**src/verilog/gctl_params.svh**
```systemverilog
// Offsets, field positions and reset values of the global control bank
`ifndef GCTL_PARAMS_SVH
`define GCTL_PARAMS_SVH
`define GCTL_OFS_THREE    8'h05
`define GCTL_OFS_FOUR     8'h06
`define GCTL_VLAN_BIT     7
`define GCTL_SNOOP_BIT    6
`define GCTL_DIRECT_BIT   5
`define GCTL_PRETAG_BIT   4
`define GCTL_TAGMASK_BIT  1
`define GCTL_SNIFF_BIT    0
`define GCTL_BP_BIT       7
`define GCTL_HALF_BIT     6
`define GCTL_FC_BIT       5
`define GCTL_THREE_WMASK  8'hF3
`define GCTL_FOUR_WMASK   8'hE0
`define GCTL_THREE_RESET  8'h00
`define GCTL_FOUR_RESET   8'h00
`endif

```
**src/verilog/gctl_pkg.sv**
```systemverilog
// Types shared by the global control bank
package gctl_pkg;
   typedef logic [7:0] reg_byte_t;
   typedef enum logic [1:0] {
      STRAP_IDLE = 2'b00,
      STRAP_LOAD = 2'b01,
      STRAP_DONE = 2'b10
   } strap_state_t;
endpackage

```
**src/verilog/strap_capture.sv**
```systemverilog
// Catches strap pin levels once after reset release
`timescale 1ns/1ps
`include "gctl_params.svh"
module strap_capture (
   input  wire logic clk,
   input  wire logic nrst,
   input  wire logic duplex_strap_pin,
   input  wire logic flowctl_strap_pin,
   output logic      load_pulse,
   output logic      strap_half,
   output logic      strap_fc
);
   import gctl_pkg::*;
   strap_state_t state;
   strap_state_t next_state;
   logic         next_half;
   logic         next_fc;

   // Straps are sampled by a clocked process after release, never by reset
   always_comb begin
      next_state = state;
      next_half  = strap_half;
      next_fc    = strap_fc;
      unique case (state)
         STRAP_IDLE: begin
            next_state = STRAP_LOAD;
            next_half  = duplex_strap_pin;
            next_fc    = flowctl_strap_pin;
         end
         STRAP_LOAD: next_state = STRAP_DONE;
         STRAP_DONE: next_state = STRAP_DONE;
         default:    next_state = STRAP_DONE;
      endcase
   end

   always_ff @(posedge clk or negedge nrst) begin
      if (!nrst) begin
         state      <= STRAP_IDLE;
         strap_half <= 1'b0;
         strap_fc   <= 1'b0;
      end else begin
         state      <= next_state;
         strap_half <= next_half;
         strap_fc   <= next_fc;
      end
   end

   assign load_pulse = (state == STRAP_LOAD);
endmodule

```
**src/verilog/switch_global_control_bank.sv**
```systemverilog
// Global control registers 0x05 and 0x06 of the switch with decoded modes
//
// What this block does
// Register 0x05 bit 7 enables 802.1q VLAN; resets to zero.
// Host programs the VLAN table before setting VLAN enable.
// Bit 6 set forwards every IGMP packet to the host port.
// Bit 5 set forwards host packets by preamble, bypassing lookup.
// Bit 4 set prefixes host-bound packets with source port number.
// Bit 1 set uses low five VID bits as destination mask.
// Tag mask acts only while VLAN enable is clear.
// Bit 0 set sniffs on source AND destination match, else either.
// Either-port sniff (bit 0 clear) realises receive-only sniffing.
// Register 6 bit 7 enables host port half-duplex back pressure.
// Register 6 bit 6 selects half duplex, clear is full.
// Duplex reset value comes from the duplex strap pin.
// Register 6 bit 5 enables host port full-duplex flow control.
// Flow control reset value comes from the flow control strap.
// Reserved bits 3..2 of 0x05 read zero; others read back.
`timescale 1ns/1ps
`include "gctl_params.svh"
module switch_global_control_bank #(
   parameter int PORTS = 5
) (
   input  wire logic             clk,
   input  wire logic             nrst,
   input  wire logic             duplex_strap_pin,
   input  wire logic             flowctl_strap_pin,
   input  wire logic [7:0]       reg_addr,
   input  wire logic             reg_wr,
   input  wire gctl_pkg::reg_byte_t reg_wdata,
   output gctl_pkg::reg_byte_t   reg_rdata,
   input  wire logic [PORTS-1:0] sniff_src_hit,
   input  wire logic [PORTS-1:0] sniff_dst_hit,
   input  wire logic [11:0]      rx_vid,
   output logic                  vlan_en,
   output logic                  igmp_snoop_en,
   output logic                  direct_fwd_en,
   output logic                  pretag_en,
   output logic                  tag_mask_active,
   output logic [PORTS-1:0]      tag_dest_mask,
   output logic                  sniff_hit,
   output logic                  host_bp_en,
   output logic                  host_half_duplex,
   output logic                  host_fc_en
);
   import gctl_pkg::*;
   reg_byte_t ctl_three;
   reg_byte_t ctl_four;
   reg_byte_t next_three;
   reg_byte_t next_four;
   logic      load_pulse;
   logic      strap_half;
   logic      strap_fc;

   function automatic logic hit_reg(input logic [7:0] a, input logic [7:0] o);
      hit_reg = (a == o);
   endfunction

   strap_capture u_strap (
      .clk               (clk),
      .nrst              (nrst),
      .duplex_strap_pin  (duplex_strap_pin),
      .flowctl_strap_pin (flowctl_strap_pin),
      .load_pulse        (load_pulse),
      .strap_half        (strap_half),
      .strap_fc          (strap_fc)
   );

   always_comb begin
      next_three = ctl_three;
      next_four  = ctl_four;
      if (reg_wr && hit_reg(reg_addr, `GCTL_OFS_THREE)) begin
         next_three = reg_wdata & `GCTL_THREE_WMASK;
      end
      if (load_pulse) begin
         next_four[`GCTL_HALF_BIT] = strap_half;
         next_four[`GCTL_FC_BIT]   = strap_fc;
      end
      // A host write in the load cycle overrides the strap value
      if (reg_wr && hit_reg(reg_addr, `GCTL_OFS_FOUR)) begin
         next_four = reg_wdata & `GCTL_FOUR_WMASK;
      end
   end

   always_ff @(posedge clk or negedge nrst) begin
      if (!nrst) begin
         ctl_three <= `GCTL_THREE_RESET;
         ctl_four  <= `GCTL_FOUR_RESET;
      end else begin
         ctl_three <= next_three;
         ctl_four  <= next_four;
      end
   end

   always_comb begin
      reg_rdata = 8'h00;
      if (hit_reg(reg_addr, `GCTL_OFS_THREE)) begin
         reg_rdata = ctl_three;
      end else if (hit_reg(reg_addr, `GCTL_OFS_FOUR)) begin
         reg_rdata = ctl_four;
      end
   end

   // Table contents are the host's duty before enabling VLAN
   assign vlan_en          = ctl_three[`GCTL_VLAN_BIT];
   assign igmp_snoop_en    = ctl_three[`GCTL_SNOOP_BIT];
   assign direct_fwd_en    = ctl_three[`GCTL_DIRECT_BIT];
   assign pretag_en        = ctl_three[`GCTL_PRETAG_BIT];
   assign tag_mask_active  = ctl_three[`GCTL_TAGMASK_BIT]
                             && !vlan_en;
   assign tag_dest_mask    = tag_mask_active ?
                             rx_vid[PORTS-1:0] : '0;
   // AND mode needs both ends; OR mode gives receive-only sniff
   assign sniff_hit = ctl_three[`GCTL_SNIFF_BIT] ?
                      (|sniff_src_hit && |sniff_dst_hit) :
                      (|sniff_src_hit || |sniff_dst_hit);
   assign host_bp_en       = ctl_four[`GCTL_BP_BIT];
   assign host_half_duplex = ctl_four[`GCTL_HALF_BIT];
   assign host_fc_en       = ctl_four[`GCTL_FC_BIT];
endmodule
```
**config.mk**
```make
export PLATFORM = sky130hd
export DESIGN_NAME = switch_global_control_bank
export DESIGN_NICKNAME = d
export VERILOG_FILES = /design/src/verilog/gctl_pkg.sv /design/src/verilog/strap_capture.sv /design/src/verilog/switch_global_control_bank.sv
export VERILOG_INCLUDE_DIRS = /design/src /design/src/verilog
export SDC_FILE = /design/constraint.sdc
export NUM_CORES = 1
export LEC_CHECK = 0
export ABC_AREA = 1
export CAP_MARGIN = 20
export CORE_AREA = 2 2 55 57
export CTS_CLUSTER_DIAMETER = 80
export DETAILED_ROUTE_END_ITERATION = 16
export DIE_AREA = 0 0 57 59
export DONT_BUFFER_PORTS = 1
export PLACE_DENSITY = 0.54
export SYNTH_ARGS = -nofsm -noshare
export SYNTH_HDL_FRONTEND = slang
export SYNTH_SLANG_ARGS = --single-unit
```
**constraint.sdc**
```tcl
create_clock -name clk -period 1.2 [get_ports clk]
set_clock_uncertainty 0.15 [all_clocks]
set_input_delay 0.06 -clock clk [delete_from_list [all_inputs] [get_ports clk]]
set_output_delay 0.06 -clock clk [all_outputs]
set_load 0.02 [all_outputs]
```
Word level (Yosys, flattened, before mapping). Cells that the tools add are included.

Shift operators: 0. Mux-type cells: 7. Multipliers: 0. Div/mod/pow operators: 0. Add/subtract/negate cells: 0. Reductions and logical operators: 10. $lt $le $gt $ge: 0. Bitwise operators: 0. Eq/ne operators: 3.

Operator list (number): $eq A8 B3 Y1 const B (2); $mux W8 (2); $reduce_or A5 Y1 (2); $mux W7 (1); $mux W5 (1); $logic_and A1 B1 Y1 (4); $mux W2 (2); $eq A2 B1 Y1 const B (1); $logic_not A2 Y1 (1); $reduce_bool A2 Y1 (1); $logic_not A1 Y1 (1); $logic_or A1 B1 Y1 (1); $mux W1 (1).

RAM bits: 0. Register bits: 13. Bits in latches: 0. Memories: 0. Logic and storage cells: 26. Bits in read-only memories: 0. Output and inout port bits: 22.

Depth between registers and ports, before layout.
Depth in word-level cells: 3. Depth in mapped cells: 7.

Hierarchy. From an unflattened synthesis, not the netlist that was laid out.

Cells, all modules: 118. Area total of the unflattened synthesis: 815.8 um^2.

Modules (own cells, without submodules): switch_global_control_bank (cells an instance 104, times used 1, seq. area each 225.2 um^2, area an instance 673.1 um^2); strap_capture (cells an instance 14, times used 1, seq. area each 100.1 um^2, area an instance 142.6 um^2).

Least setup slack after synthesis. OpenSTA, ideal clock, no wires.

Kind: flip-flop to output port. From: register ctl_three[7]. To: output tag_dest_mask[0]. Arrival: 1286 ps. Stages on the path, launching flop included: 4. Path slack: -296 ps. Cells stage by stage: dfrtp_1 nor2_1 inv_1 nor2_1.

Cells in the longest elaborated chain, start to end: 3.

Ends and longest elaborated chain: from (decl) (RTL line switch_global_control_bank.sv:47) `reg_byte_t ctl_three;`; from (signal assigned) (RTL line switch_global_control_bank.sv:87) `` ctl_three <= `GCTL_THREE_RESET; ``; from (signal assigned) (RTL line switch_global_control_bank.sv:90) `ctl_three <= next_three;`; $logic_not A1 Y1 (RTL line switch_global_control_bank.sv:110) `&& !vlan_en;`; $logic_and A1 B1 Y1 (RTL line switch_global_control_bank.sv:109) `` assign tag_mask_active = ctl_three[`GCTL_TAGMASK_BIT] ``; via tag_mask_active (RTL line switch_global_control_bank.sv:39) `output logic tag_mask_active,`; $mux W5 (RTL line switch_global_control_bank.sv:111) `assign tag_dest_mask = tag_mask_active ?`; to (decl) (RTL line switch_global_control_bank.sv:40) `output logic [PORTS-1:0] tag_dest_mask,`.

The timed path passes the listed nets, and every way through them passes these cells.

Worst setup path after layout.
From: register ctl_three[7]. To: output tag_dest_mask[3].

Cells in the longest elaborated chain, start to end: 3.

Ends and longest elaborated chain (RTL line): $logic_not A1 Y1 (switch_global_control_bank.sv:110); $logic_and A1 B1 Y1 (switch_global_control_bank.sv:109); $mux W5 (switch_global_control_bank.sv:111).

No other way between the ends.

==> impl_metrics.toml <==
[routing]
wire_per_inst_microns = 11.4
drtPass1Iterations = 3
drt_wl_total_microns = 2000
drtAntennaViolNets = 0
via_count = 807
drc = 0
drt_iter0_markers = 21
vias_per_cell = 4.59

[synthesis]
synth_compound_area_share_pct = 2.78
async_reset_ff_share_pct = 100
synth_top_area_share_pct = 40.2
yosysWarnings = 0
ys_ff_latch = 13
synth_edf_count = 0
synthCells = 117
yosysSeqAreaShare_pct = 40.2
synthTopCellsByArea = "dfrtp_1 (40%), nand2_1 (19%), inv_1 (7.9%)"
synth.distinct_cells = 18
yosys.area_share.simple_pct = 45.3
syn_area_sq_um = 810
synthMuxAreaShare_pct = 0
synthFlopType = "dfrtp_1"
avgSynthCellArea_sq_um = 6.92
synthAdderAreaFrac_pct = 0
synthXorXnorAreaFrac_pct = 0
yosysTopAreaCell = "dfrtp_1"
synth_top_family_by_area = "simple AND/OR/NAND/NOR gates"

[layout]
syn2layout_area_growth_pct = 46.4
instances_no_fill = 176
final_nets = 189
num_antenna_cells = 0
final_core_util_pct = 43.7
drive_above_1_share_pct = 35.2

[power]
switching_power_uw = 273
pwr-share-comb_pct = 18.7
pwr-share-clk_pct = 28.5
leakage_uw = 0.000666
netSwitchingFraction_pct = 29.0
internal_power_uw = 667
seqPwrFrac_pct = 52.8
powerDensity_mw_per_mm2 = 793
finalPower_uw = 940
peakVddDrop_uv = 591

[global_route]
track_usage_pct = 12.1
first_global_vias = 788
grt_max_degree = 14
grt_pass1_wl_microns = 3140
overflow = 0
antenna_found_initial = 0

[placed_design]
io_buffers = 0
hpwl_microns = 1470
post-place-cells = 154
dp_slack_ps = 103
place.gp.congestion = 0.753

[critical_path]
reg2reg_slack_ps = 160
r2r_start = "u_strap.state[0]$_DFF_PN0_"
critical_path_required_ps = 990
cp_data_arrival_time_ps = 1080
startpoint_type = "flop"
r2r-end = "u_strap.strap_half$_DFFE_PN0P_"
worstSetupPathType = "flop to output pin"
reg2reg_depth = 4
cp_max_fo = 5
end_kind = "output pin"

[clocking]
cts_tree = "yes"
clkTransAtPathRegs_ps = 80
h-tree-depth = 1
numCtsBuffers = 3
clockBufferDepth = 2
cts.sinks = 13
clk_latency_ps = 270
cts_root_buf = "clkbuf_4"

[timing]
slew_headroom_pct = 60.4
clock.fmax_mhz = 776
slew_violations = 0
fin_ws_ps = -88.7
worst_pin_slew_ps = 592
hold_violations = 2
timing.hold.ws_ps = -26.4
period_needed_ps = 1290
period_share_pct = 107
setup_violations = 7
rsz0062_at_grt = "true"

[floorplan]
die_area_sq_mm = 0.00336
ios = 65
row_count = 19
core-area_sq_mm = 0.00271
start_util_pct = 29.9
die-height_microns = 59
dieWidth_microns = 57

[min_path]
hold_path_depth = 5
hold_class = "input port to flop"
hold_end = "ctl_four[7]$_DFFE_PN0P_"
min_from = "reg_addr[1]"

[flow_run]
maxCapViolCount = 0

[run_status]
outcome = "finished with violations"
failed_checks = "negative hold slack, negative setup slack"
==> cells in the mapped netlist, types with 2 or more instances <==
library cell and instances:
inv_2 2, nor2_2 4, nand3_1 11, nor2_1 14, buf_4 2, inv_1 17
nand2_1 41, dfrtp_1 13, nor3_1 2, o21ai_2 2, nand2_4 2
==> stage by stage <==
stage          instance area (sq um)  setup TNS, ps
2_1_floorplan                    840           -161
3_3_place_gp                     918              0
3_5_place_dp                     918              0
4_1_cts                         1120           -934
5_1_grt                         1180          -1030
6_report                        1180           -563
==> layout make-up <==
cell class,instances,area (sq um)
Clock buffer,4,26.3
Fill cell,289,1530
Inverter,19,73.8
Multi-Input combinational cell,83,475
Sequential cell,13,329
Tap cell,31,38.8
Timing Repair Buffer,26,241
==> placed cells by master, fill, tap and decap left out, drive strengths merged <==
cell / n
dlygate4sd3: 11
conb: 2
buf: 12
inv: 19
nor3: 2
nand2: 44
o21ai: 3
dlymetal6s4s: 3
nand3: 12
dfrtp: 13
clkbuf: 4
nor2: 20
==> repair_timing <==
| action | 4_1_cts | 5_1_grt |
|---|---|---|
| hold buffers | 15 | 0 |
| pin swaps | 2 | 7 |
| endpoints found under the setup margin | 10 | 22 |
| endpoints found under the hold margin | 24 | 0 |
| buffers inserted | 1 | 3 |
| gates resized for setup | 11 | 15 |
==> state kept, by name, summed over array words and instances (netlist names) <==
name,cells
ctl_three,6
ctl_four,3
u_strap.state,2
u_strap.strap_fc,1
u_strap.strap_half,1
==> per-layer routing <==
metal | global-route usage (%) | routed length [microns]
met1 | 12.3 | 741
met2 | 23.3 | 1050
met3 | 5.24 | 203
met4 | 1.99 | 0
met5 | 0 | 0
==> power groups by stage <==
stage	combinational [uW]	clock, uW	sequential [uW]
after floorplan	87.6	0	505
after global placement	106	0	501
after detailed placement	108	0	501
after CTS	164	285	495
after global routing	194	308	499
final	176	268	496
==> worst max-delay path by stage <==
| stage | startpoint | endpoint | slack, ps | depth (start not counted) |
|---|---|---|---|---|
| global placement | u_strap.state[0]$_DFF_PN0_ | u_strap.strap_half$_DFFE_PN0P_ | 130 | 4 |
| global route | ctl_three[7]$_DFFE_PN0P_ | tag_dest_mask[3] | -150 | 3 |
| detailed placement | u_strap.state[0]$_DFF_PN0_ | u_strap.strap_fc$_DFFE_PN0P_ | 100 | 4 |
| floorplan | ctl_three[7]$_DFFE_PN0P_ | tag_dest_mask[0] | -40 | 3 |
| CTS | ctl_three[7]$_DFFE_PN0P_ | tag_dest_mask[3] | -140 | 3 |
| finish | ctl_three[7]$_DFFE_PN0P_ | tag_dest_mask[3] | -90 | 3 |
==> cells by family (layout without fill, tap and decap cells) <==
group | count (synthesis) | in the layout
compound gates | 3 | 3
buf+inv | 22 | 49
flops | 13 | 13
other cells | 1 | 2
simple gates | 78 | 78
==> critical path, cell delays in order, from the launching register on <==
cell	delay, ps
dfrtp_2	430
nor2_4	140
inv_4	80
nor2_4	150
No activity file was read; power rests on OpenSTA's default activity.
